`src/design/wra_pkg.sv`:
```
// Constants and types shared by the wide range converter sequencer.
// Overview of operation
// - Capture each incoming address-gain word into the holding register on arrival.
// - Decode held word into one-hot channel gate select and amplifier gain.
// - Sequencer steps select, sample, digitize without further host action.
// - Gain is one of twelve, from word or chosen automatically.
// - Automatic ranging ends on highest gain that does not overflow 12 bits.
// - Automatic ranging uses amplifier comparator before conversion starts.
// - Result is 11 bits plus sign, done within 15 us of start.
// - Result shifts out serially in two's complement.
// - Next channel selects and settles while previous sample converts.
// - Results double-buffered so completed value stays readable during next conversion.
// - Throughput 20 KHz standard, 10 KHz zero suppressed, 6 KHz autoranged.
// - Zero suppression holds 14-bit plus sign offset for offset converter.
// - Gain code picks twelve binary ranges from 5 mV to 10.24 V.
// - Channel address covers 512 channels in groups of eight.
package wra_pkg;
   // ==========================================================
   // Command word layout
   localparam int CHAN_W = 9;
   localparam int NCHAN = 512;
   localparam int GROUP_SIZE = 8;
   localparam int GAIN_W = 4;
   localparam int CMD_W = 15;
   localparam int CHAN_LSB = 0;
   localparam int GAIN_LSB = 9;
   localparam int AUTO_BIT = 13;
   localparam int ZSUP_BIT = 14;
   localparam logic [3:0] GAIN_MAX = 4'hb;
   localparam logic [3:0] GAIN_MIN = 4'h0;
   localparam int RES_W = 12;
   localparam int OFS_W = 15;
   localparam int SER_W = 16;
   // ==========================================================
   // Timing, 100 MHz clock
   localparam int CLK_NS = 10;
   localparam int CONV_MAX_NS = 15000;
   localparam int CONV_MAX_CYC = CONV_MAX_NS / CLK_NS;
   localparam int SAR_STEP_CYC = CONV_MAX_CYC / (RES_W + 1);
   localparam int SETTLE_NS = 2000;
   localparam int SETTLE_CYC = (SETTLE_NS + CLK_NS - 1) / CLK_NS;
   localparam int SAMPLE_NS = 1000;
   localparam int SAMPLE_CYC = (SAMPLE_NS + CLK_NS - 1) / CLK_NS;
   localparam int PER_STD_NS = 50000;
   localparam int PER_ZS_NS = 100000;
   localparam int PER_AUTO_NS = 166666;
   localparam int PER_STD_CYC = PER_STD_NS / CLK_NS;
   localparam int PER_ZS_CYC = PER_ZS_NS / CLK_NS;
   localparam int PER_AUTO_CYC = PER_AUTO_NS / CLK_NS;
   localparam logic [RES_W-1:0] SAR_MSB = 12'h800;
   // ==========================================================
   // Sequencer states
   typedef enum logic [4:0] {
      ST_IDLE = 5'b00001,
      ST_SETTLE = 5'b00010,
      ST_RANGE = 5'b00100,
      ST_SAMPLE = 5'b01000,
      ST_START = 5'b10000
   } wra_state_type;
endpackage

```
`src/design/wra_conv_if.sv`:
```
// Handshake between the sequencer and the converter.
`timescale 1ns/1ps
interface wra_conv_if;
   logic start;
   logic busy;
   logic done;
   logic cmp;
   logic [wra_pkg::RES_W-1:0] dac;
   logic [wra_pkg::RES_W-1:0] result;
   modport seq (output start, output cmp, input busy, input done,
      input dac, input result);
   modport conv (input start, input cmp, output busy, output done,
      output dac, output result);
endinterface

```
`src/design/wra_top.sv`:
```
// Sequencer for the wide range analog input subsystem.
`timescale 1ns/1ps
module wra_top #(
   parameter int PER_STD = wra_pkg::PER_STD_CYC,
   parameter int PER_ZS = wra_pkg::PER_ZS_CYC,
   parameter int PER_AUTO = wra_pkg::PER_AUTO_CYC
) (
   input wire logic clk_i,
   input wire logic nrst_i,
   input wire logic cmd_valid_i,
   input wire logic [wra_pkg::CMD_W-1:0] cmd_word_i,
   input wire logic ofs_valid_i,
   input wire logic [wra_pkg::OFS_W-1:0] ofs_word_i,
   input wire logic amp_cmp_i,
   input wire logic sar_cmp_i,
   input wire logic read_i,
   output logic [wra_pkg::NCHAN-1:0] chan_sel_o,
   output logic [wra_pkg::GAIN_W-1:0] gain_o,
   output logic hold_o,
   output logic [wra_pkg::RES_W-1:0] dac_o,
   output logic [wra_pkg::OFS_W-1:0] ofs_dac_o,
   output logic [wra_pkg::SER_W-1:0] result_o,
   output logic ready_o,
   output logic ser_data_o,
   output logic ser_valid_o,
   output logic busy_o
);
   wra_conv_if cv ();

   wra_sar u_sar (
      .clk_i(clk_i),
      .nrst_i(nrst_i),
      .cv(cv)
   );

   function automatic logic [wra_pkg::NCHAN-1:0] chan_decode(
      input logic [wra_pkg::CHAN_W-1:0] ch);
      chan_decode = {{(wra_pkg::NCHAN-1){1'b0}}, 1'b1} << ch;
   endfunction

   wra_pkg::wra_state_type state_ff;
   logic [wra_pkg::CMD_W-1:0] hold_word_ff;
   logic pend_ff;
   logic auto_ff;
   logic zsup_ff;
   logic [15:0] wait_ff;
   logic [15:0] period_ff;
   logic [wra_pkg::OFS_W-1:0] ofs_ff;
   logic [wra_pkg::GAIN_W-1:0] conv_gain_ff;
   logic [wra_pkg::SER_W-1:0] stage_ff;
   logic stage_vld_ff;
   logic [wra_pkg::SER_W-1:0] shift_ff;
   logic [4:0] shift_cnt_ff;
   logic take;
   logic fire;
   logic load;
   logic [15:0] gap_ff;
   logic [15:0] need_ff;

   // The held word is taken only from idle, which is also right after a
   // conversion has been started, so the next channel settles meanwhile.
   assign take = (state_ff == wra_pkg::ST_IDLE) && pend_ff;
   assign fire = (state_ff == wra_pkg::ST_START) && !cv.busy;
   assign load = stage_vld_ff && (!ready_o || read_i);
   assign cv.start = fire;
   assign cv.cmp = sar_cmp_i;

   // ==========================================================
   // Holding register
   always_ff @(posedge clk_i or negedge nrst_i) begin
      if (!nrst_i) begin
         hold_word_ff <= '0;
         pend_ff <= 1'b0;
      end else begin
         if (cmd_valid_i) begin
            hold_word_ff <= cmd_word_i;
         end
         if (cmd_valid_i) begin
            pend_ff <= 1'b1;
         end else if (take) begin
            pend_ff <= 1'b0;
         end
      end
   end

   // ==========================================================
   // Offset register
   always_ff @(posedge clk_i or negedge nrst_i) begin
      if (!nrst_i) begin
         ofs_ff <= '0;
      end else if (ofs_valid_i) begin
         ofs_ff <= ofs_word_i;
      end
   end

   // ==========================================================
   // Sequencer
   always_ff @(posedge clk_i or negedge nrst_i) begin
      if (!nrst_i) begin
         state_ff <= wra_pkg::ST_IDLE;
         chan_sel_o <= '0;
         gain_o <= wra_pkg::GAIN_MIN;
         auto_ff <= 1'b0;
         zsup_ff <= 1'b0;
         wait_ff <= '0;
      end else begin
         if (wait_ff != 16'h0000) begin
            wait_ff <= wait_ff - 16'h0001;
         end
         case (state_ff)
            wra_pkg::ST_IDLE: begin
               if (take) begin
                  chan_sel_o <= chan_decode(
                     hold_word_ff[wra_pkg::CHAN_LSB +: wra_pkg::CHAN_W]);
                  auto_ff <= hold_word_ff[wra_pkg::AUTO_BIT];
                  zsup_ff <= hold_word_ff[wra_pkg::ZSUP_BIT];
                  if (hold_word_ff[wra_pkg::AUTO_BIT]) begin
                     gain_o <= wra_pkg::GAIN_MIN;
                  end else if (hold_word_ff[wra_pkg::GAIN_LSB +:
                     wra_pkg::GAIN_W] > wra_pkg::GAIN_MAX) begin
                     gain_o <= wra_pkg::GAIN_MAX;
                  end else begin
                     gain_o <= hold_word_ff[wra_pkg::GAIN_LSB +:
                        wra_pkg::GAIN_W];
                  end
                  wait_ff <= 16'(wra_pkg::SETTLE_CYC);
                  state_ff <= wra_pkg::ST_SETTLE;
               end
            end
            wra_pkg::ST_SETTLE: begin
               if (wait_ff == 16'h0000) begin
                  if (auto_ff) begin
                     state_ff <= wra_pkg::ST_RANGE;
                  end else begin
                     wait_ff <= 16'(wra_pkg::SAMPLE_CYC);
                     state_ff <= wra_pkg::ST_SAMPLE;
                  end
               end
            end
            wra_pkg::ST_RANGE: begin
               // Below 3/8 of full scale a doubling still stays in range.
               if (amp_cmp_i && gain_o != wra_pkg::GAIN_MAX) begin
                  gain_o <= gain_o + 4'h1;
                  wait_ff <= 16'(wra_pkg::SETTLE_CYC);
                  state_ff <= wra_pkg::ST_SETTLE;
               end else begin
                  wait_ff <= 16'(wra_pkg::SAMPLE_CYC);
                  state_ff <= wra_pkg::ST_SAMPLE;
               end
            end
            wra_pkg::ST_SAMPLE: begin
               if (wait_ff == 16'h0000 && period_ff == 16'h0000) begin
                  state_ff <= wra_pkg::ST_START;
               end
            end
            wra_pkg::ST_START: begin
               // The hold stays set while the converter is busy and fire sets it
               // again as busy drops, so a late start gets no tracking gap first.
               if (fire) begin
                  state_ff <= wra_pkg::ST_IDLE;
               end
            end
            default: begin
               state_ff <= wra_pkg::ST_IDLE;
            end
         endcase
      end
   end

   // ==========================================================
   // Throughput pacing
   always_ff @(posedge clk_i or negedge nrst_i) begin
      if (!nrst_i) begin
         period_ff <= '0;
      end else if (fire) begin
         if (auto_ff) begin
            period_ff <= 16'(PER_AUTO - 1);
         end else if (zsup_ff) begin
            period_ff <= 16'(PER_ZS - 1);
         end else begin
            period_ff <= 16'(PER_STD - 1);
         end
      end else if (period_ff != 16'h0000) begin
         period_ff <= period_ff - 16'h0001;
      end
   end

   // ==========================================================
   // Converter side outputs
   always_ff @(posedge clk_i or negedge nrst_i) begin
      if (!nrst_i) begin
         hold_o <= 1'b0;
         conv_gain_ff <= '0;
         dac_o <= '0;
         ofs_dac_o <= '0;
         busy_o <= 1'b0;
      end else begin
         hold_o <= fire || (cv.busy && !cv.done);
         if (fire) begin
            conv_gain_ff <= gain_o;
         end
         dac_o <= cv.dac;
         ofs_dac_o <= zsup_ff ? ofs_ff : '0;
         busy_o <= pend_ff || (state_ff != wra_pkg::ST_IDLE) || cv.busy;
      end
   end

   // ==========================================================
   // Double buffer and ready flag
   always_ff @(posedge clk_i or negedge nrst_i) begin
      if (!nrst_i) begin
         stage_ff <= '0;
         stage_vld_ff <= 1'b0;
         result_o <= '0;
         ready_o <= 1'b0;
      end else begin
         if (cv.done) begin
            stage_ff <= {cv.result, conv_gain_ff};
            stage_vld_ff <= 1'b1;
         end else if (load) begin
            stage_vld_ff <= 1'b0;
         end
         if (load) begin
            result_o <= stage_ff;
            ready_o <= 1'b1;
         end else if (read_i) begin
            ready_o <= 1'b0;
         end
      end
   end

   // ==========================================================
   // Serial output, result first, most significant bit first
   always_ff @(posedge clk_i or negedge nrst_i) begin
      if (!nrst_i) begin
         shift_ff <= '0;
         shift_cnt_ff <= '0;
         ser_data_o <= 1'b0;
         ser_valid_o <= 1'b0;
      end else if (load) begin
         shift_ff <= {stage_ff[wra_pkg::SER_W-2:0], 1'b0};
         ser_data_o <= stage_ff[wra_pkg::SER_W-1];
         ser_valid_o <= 1'b1;
         shift_cnt_ff <= 5'(wra_pkg::SER_W - 1);
      end else if (shift_cnt_ff != 5'h00) begin
         ser_data_o <= shift_ff[wra_pkg::SER_W-1];
         shift_ff <= {shift_ff[wra_pkg::SER_W-2:0], 1'b0};
         shift_cnt_ff <= shift_cnt_ff - 5'h01;
      end else begin
         ser_valid_o <= 1'b0;
         ser_data_o <= 1'b0;
      end
   end

   // ==========================================================
   // Checks
   hold_capture_a: assert property (@(posedge clk_i) disable iff (!nrst_i)
      cmd_valid_i |=> hold_word_ff == $past(cmd_word_i))
      else $error("command word not captured");
   chan_onehot_a: assert property (@(posedge clk_i) disable iff (!nrst_i)
      take |=> $onehot(chan_sel_o) && chan_sel_o[$past(
         hold_word_ff[wra_pkg::CHAN_W-1:0])])
      else $error("channel select not one-hot");
   gain_range_a: assert property (@(posedge clk_i) disable iff (!nrst_i)
      gain_o <= wra_pkg::GAIN_MAX)
      else $error("gain code out of range");
   auto_start_a: assert property (@(posedge clk_i) disable iff (!nrst_i)
      (take && hold_word_ff[wra_pkg::AUTO_BIT]) |=> gain_o == 4'h0)
      else $error("autorange did not start at lowest gain");
   range_step_a: assert property (@(posedge clk_i) disable iff (!nrst_i)
      (state_ff == wra_pkg::ST_RANGE && amp_cmp_i && gain_o != 4'hb)
      |=> gain_o == $past(gain_o) + 4'h1)
      else $error("autorange did not step up");
   pace_a: assert property (@(posedge clk_i) disable iff (!nrst_i)
      fire |=> !fire [*8])
      else $error("conversions too close together");
   ready_keep_a: assert property (@(posedge clk_i) disable iff (!nrst_i)
      (ready_o && !read_i) |=> ready_o)
      else $error("ready dropped without a read");
   offset_gate_a: assert property (@(posedge clk_i) disable iff (!nrst_i)
      !zsup_ff |=> ofs_dac_o == '0)
      else $error("offset driven without suppression");
   ser_start_a: assert property (@(posedge clk_i) disable iff (!nrst_i)
      load |=> ser_valid_o && ser_data_o == $past(stage_ff[15]))
      else $error("serial shift did not start");

   // ==========================================================
   // Pacing monitor
   // Cycles since the last start are counted apart from the pacing
   // counter, so a fault in that counter cannot hide from the check.
   always_ff @(posedge clk_i or negedge nrst_i) begin
      if (!nrst_i) begin
         gap_ff <= '1;
         need_ff <= '0;
      end else if (fire) begin
         gap_ff <= '0;
         if (auto_ff) begin
            need_ff <= 16'(PER_AUTO - 1);
         end else if (zsup_ff) begin
            need_ff <= 16'(PER_ZS - 1);
         end else begin
            need_ff <= 16'(PER_STD - 1);
         end
      end else if (gap_ff != '1) begin
         gap_ff <= gap_ff + 16'h0001;
      end
   end

   pace_gap_a: assert property (@(posedge clk_i) disable iff (!nrst_i)
      fire |-> gap_ff >= need_ff)
      else $error("start came before the pacing period ended");
endmodule

```
`src/design/wra_sar.sv`:
```
// Successive approximation converter control.
`timescale 1ns/1ps
module wra_sar (
   input wire logic clk_i,
   input wire logic nrst_i,
   wra_conv_if.conv cv
);
   logic [wra_pkg::RES_W-1:0] code_ff;
   logic [wra_pkg::RES_W-1:0] bit_ff;
   logic [15:0] step_ff;
   logic busy_ff;
   logic done_ff;
   logic [wra_pkg::RES_W-1:0] res_ff;
   logic [15:0] age_ff;

   // ==========================================================
   // Bit trials
   // The code is offset binary; flipping the top bit gives two's complement.
   always_ff @(posedge clk_i or negedge nrst_i) begin
      if (!nrst_i) begin
         code_ff <= '0;
         bit_ff <= '0;
         step_ff <= '0;
         busy_ff <= 1'b0;
         done_ff <= 1'b0;
         res_ff <= '0;
      end else begin
         done_ff <= 1'b0;
         if (cv.start && !busy_ff) begin
            busy_ff <= 1'b1;
            code_ff <= wra_pkg::SAR_MSB;
            bit_ff <= wra_pkg::SAR_MSB;
            step_ff <= 16'(wra_pkg::SAR_STEP_CYC - 1);
         end else if (busy_ff) begin
            if (step_ff != 16'h0000) begin
               step_ff <= step_ff - 16'h0001;
            end else if (bit_ff == '0) begin
               busy_ff <= 1'b0;
               done_ff <= 1'b1;
               res_ff <= {~code_ff[wra_pkg::RES_W-1],
                  code_ff[wra_pkg::RES_W-2:0]};
            end else begin
               step_ff <= 16'(wra_pkg::SAR_STEP_CYC - 1);
               bit_ff <= bit_ff >> 1;
               code_ff <= (cv.cmp ? code_ff : (code_ff & ~bit_ff))
                  | (bit_ff >> 1);
            end
         end
      end
   end

   assign cv.busy = busy_ff;
   assign cv.done = done_ff;
   assign cv.dac = code_ff;
   assign cv.result = res_ff;

   // ==========================================================
   // Conversion time monitor
   // The bound is longer than a delay range may reach, so the age of the
   // running conversion is counted here and checked against the limit.
   always_ff @(posedge clk_i or negedge nrst_i) begin
      if (!nrst_i) begin
         age_ff <= '0;
      end else if (cv.start && !busy_ff) begin
         age_ff <= '0;
      end else if (busy_ff) begin
         age_ff <= age_ff + 16'h0001;
      end
   end

   conv_bound_a: assert property (@(posedge clk_i) disable iff (!nrst_i)
      busy_ff |-> age_ff < 16'(wra_pkg::CONV_MAX_CYC))
      else $error("conversion exceeded its time limit");
endmodule

```
`config.mk`:
```
export PLATFORM = sky130hd
export DESIGN_NAME = wra_top
export DESIGN_NICKNAME = d
export VERILOG_FILES = /design/src/design/wra_pkg.sv /design/src/design/wra_conv_if.sv /design/src/design/wra_top.sv /design/src/design/wra_sar.sv
export SDC_FILE = /design/constraint.sdc
export NUM_CORES = 1
export LEC_CHECK = 0
export BUFFER_PORTS_ARGS = -buffer_cell sky130_fd_sc_hd__buf_2
export CAP_MARGIN = 20
export CORE_MARGIN = 4
export CORE_UTILIZATION = 54
export CTS_CLUSTER_SIZE = 24
export DETAILED_ROUTE_END_ITERATION = 12
export PLACE_DENSITY = 0.8
export SKIP_CTS_REPAIR_TIMING = 1
export SLEW_MARGIN = 0
export SYNTH_ARGS = -nofsm -noshare
export SYNTH_HDL_FRONTEND = slang
export SYNTH_SLANG_ARGS = --single-unit
```
`constraint.sdc`:
```
create_clock -name clk_i -period 2.7 [get_ports clk_i]
set_clock_uncertainty 0.2 [all_clocks]
set_input_delay 0.54 -clock clk_i [delete_from_list [all_inputs] [get_ports clk_i]]
set_output_delay 0.54 -clock clk_i [all_outputs]
set_load 0.1 [all_outputs]
```
==> flow_summary.toml <==
[timing]
worstMarginPinSlew_ns = 1.13
timing.setup.tns_ns = 0
finalHoldViolations = 0
min_period_over_period_pct = 94.1
drv_slew = 0
max_freq_ghz = 0.394
setup_violations = 0
finalCriticalPeriod_ns = 2.54
rsz0062_at_grt = "no"
slew-limit-headroom_pct = 24.5

[critical_path]
r2r_cells = 7
cp-start-kind = "flop"
r2r_end = "chan_sel_o[127]"
critical_path.endpoint = "chan_sel_o[127]"
critical_path_class = "flop to flop"
cp.required_ns = 3.00
end_kind = "flop"
setup.worst_path.start = "state_ff[3]"
ff2ff_setup_slack_ns = 0.16
worstReg2RegStart = "state_ff[3]"
critPathArrivalTime_ns = 2.84
crit_fanout = 18

[floorplanning]
die_area_sq_um = 54400
coreArea_sq_um = 50200
die_y_microns = 233
rows = 82
fp.dieW_microns = 233
initial_core_util_pct = 54.7
pin_count = 601

[detailed_routing]
postRouteAntennaNets = 0
route.detailed.drc = 0
dr.pass1.iters = 7
wl_per_cell_microns = 25.1
drt-total-wl_mm = 89.2
vias = 21541
vias_per_cell = 6.07
drt-initial-drc-count = 2155

[min_path]
min_path_cells = 2
hold_path_class = "input pin to flop"

[global_routing]
antenna_found_initial = 3
met1_usage_pct = 42.7
grt_max_degree = 233
grt_pass1_vias = 21600
grt-busiest-layer = "met2"
overflow = 0
track_usage_pct = 32.1
use_met2_pct = 51.3
grt_pass1_wl_mm = 134
use_met3_pct = 7.49

[power]
p_leak_nw = 18.4
vdd_drop_max_mv = 0.684
p_per_area_nw_per_um2 = 817

[clocking]
cts_buffers = 73
clk_latency_ns = 0.60
cts.path.max_buffers = 3
cts.sinks = 729
cts_tree = "yes"
cts.clk_slew.worst_paths_ns = 0.06
h-tree-depth = 3
root_buffer = "clkbuf_16"

[run]
max_cap_violations = 0

[place]
place_congestion = 0.919
hpwl_mm = 58.8
dpl_cell_area_sq_um = 31700
port_buffers = 600

[logic_synthesis]
synth_largest_area_cell = "dfrtp_1"
syn_inst = 2180
yosysWarnings = 0
ys.flop_type = "dfrtp_1"
synthDistinctLibCells = 62
synth-seq-cells = 729
synthTopCellsByArea = "dfrtp_1, a22o_1, o21ai_0, nand2_1, mux2_2"
synthArstFlopShare_pct = 100
seq_area_frac_synth_pct = 66.5
synth_edf_count = 0
synth_nets = 2224
syn_avg_cell_area_sq_um = 12.6
yosysTopAreaCellShare_pct = 66.4
synthesis.area_sq_um = 27400

[outcome]
status = "complete, no violations"

[layout]
drive_above_1_share_pct = 32.0
final_nets = 2857
fin_util_pct = 68.9
syn_to_final_growth_pct = 26.0
final_design_area_no_fill_sq_um = 34600
-- final cells by class --
class                      instances  area (sq um)
sequential                       729         18200
inverter                          30           113
antenna                            2          5.00
timing repair buffer             724          4310
fill                            3499         15600
multi-input combinational       1255          8500
clock buffer                      99          2080
clock inverter                    36           459
tap                              672           841
-- logic make-up (layout without fill, tap and decap cells) --
family / Yosys count / in the layout / synth area share (%)
AOI/OAI and AO/OA: 669 / 669 / 18.3
DFF: 729 / 729 / 66.5
xor gates and xnor gates: 23 / 23 / 0.735
muxes: 76 / 76 / 3.04
adders and majority gates: 7 / 7 / 0.319
other: 0 / 2 / 0
buffers and inverters: 196 / 889 / 2.84
and+or+nand+nor: 480 / 480 / 8.19
-- per-stage QoR --
step / total power, mW / hold slack (ns) / setup slack [ns] / std cells
after detailed placement: 17.7 / 0.220 / 0.0986 / 3381
after CTS: 28.2 / -0.297 / 0.0570 / 3516
after global placement: 17.5 / 0.213 / 0.152 / 3381
final: 28.2 / 0.0509 / 0.159 / 3547
after global routing: 29.4 / 0.0284 / 0.00825 / 3547
after floorplan: 16.1 / 0.0444 / 0.336 / 2180
-- cells in the mapped netlist (4+ instances only) --
library cell	count
o21ai_0	187
nand2b_1	14
nand4_1	7
or3_1	9
nor2b_1	7
mux2i_1	17
o31ai_1	4
o211ai_1	5
or4_1	10
o22ai_1	4
a21oi_1	25
xnor2_1	8
a211oi_1	7
mux2_2	59
buf_2	31
nor4_1	12
nand2_1	232
inv_1	29
a21o_1	9
xor2_1	15
nand3b_1	8
nor3b_1	4
a221o_1	6
and2_1	18
a22o_1	399
nor3_1	28
nand3_1	25
nor2_2	8
clkbuf_1	133
dfrtp_1	728
ha_1	7
nor2_1	75
-- placed cells by master (no fill, tap or decap), types with 14 or more instances in the layout --
| cell | Yosys | final |
|---|---|---|
| clkbuf_1 | 133 | 14 |
| dfrtp_1 | 728 | 728 |
| a22o_1 | 399 | 399 |
| nor2_2 | 8 | 14 |
| nand2_1 | 232 | 232 |
| inv_1 | 29 | 29 |
| mux2_2 | 59 | 59 |
| nor3_1 | 28 | 22 |
| buf_2 | 31 | 599 |
| xor2_1 | 15 | 15 |
| mux2i_1 | 17 | 17 |
| buf_12 | 0 | 24 |
| nor2_1 | 75 | 64 |
| a21oi_1 | 25 | 25 |
| nand3_1 | 25 | 25 |
| o21ai_0 | 187 | 187 |
| nand2b_1 | 14 | 14 |
| and2_1 | 18 | 18 |
| dlygate4sd3_1 | 0 | 28 |
| clkbuf_16 | 0 | 76 |
| buf_4 | 1 | 72 |
-- worst max-delay path: stages, from the launching register on --
cell	delay [ns]
dfrtp_1	0.43
nor3_2	0.32
nand4b_1	0.23
buf_4	0.29
nor3b_4	0.37
nand2b_1	0.14
buf_4	0.23
o21ai_0	0.22
-- flip-flops by register name (all words and copies together), names as in the netlist, 4 cells and up --
| signal | count |
|---|---|
| u_sar.cv.result | 12 |
| u_sar.step_ff | 16 |
| u_sar.bit_ff | 12 |
| result_o | 16 |
| shift_ff | 15 |
| ofs_ff | 15 |
| hold_word_ff | 15 |
| conv_gain_ff | 4 |
| dac_o | 12 |
| chan_sel_o | 512 |
| wait_ff | 16 |
| shift_cnt_ff | 5 |
| gain_o | 4 |
| period_ff | 16 |
| state_ff | 5 |
| u_sar.cv.dac | 12 |
| ofs_dac_o | 15 |
| stage_ff | 16 |
-- worst min-delay path by stage --
| stage | from | endpoint | slack [ns] |
|---|---|---|---|
| floorplan | nrst_i | auto_ff | 0.04 |
| global placement | u_sar.cv.dac[7] | dac_o[7] | 0.21 |
| detailed placement | u_sar.cv.dac[5] | dac_o[5] | 0.22 |
| CTS | nrst_i | ofs_dac_o[8] | -0.30 |
| global route | cmd_word_i[7] | hold_word_ff[7] | 0.03 |
| finish | cmd_word_i[2] | hold_word_ff[2] | 0.05 |
-- layer usage --
layer	share of wire [%]	routed length, microns	vias up
met5	0	0	-
met2	48	43100	1209
li1	-	-	9130
met4	4.6	4070	0
met1	39	34300	10978
met3	8.6	7620	224
-- where the power goes --
part | switching, mW | internal (mW)
sequential | 0.322 | 11.3
combinational | 4.57 | 1.40
clock | 4.37 | 6.24
total | 9.27 | 19.0
Note: power is estimated with default switching activity, not from simulation.
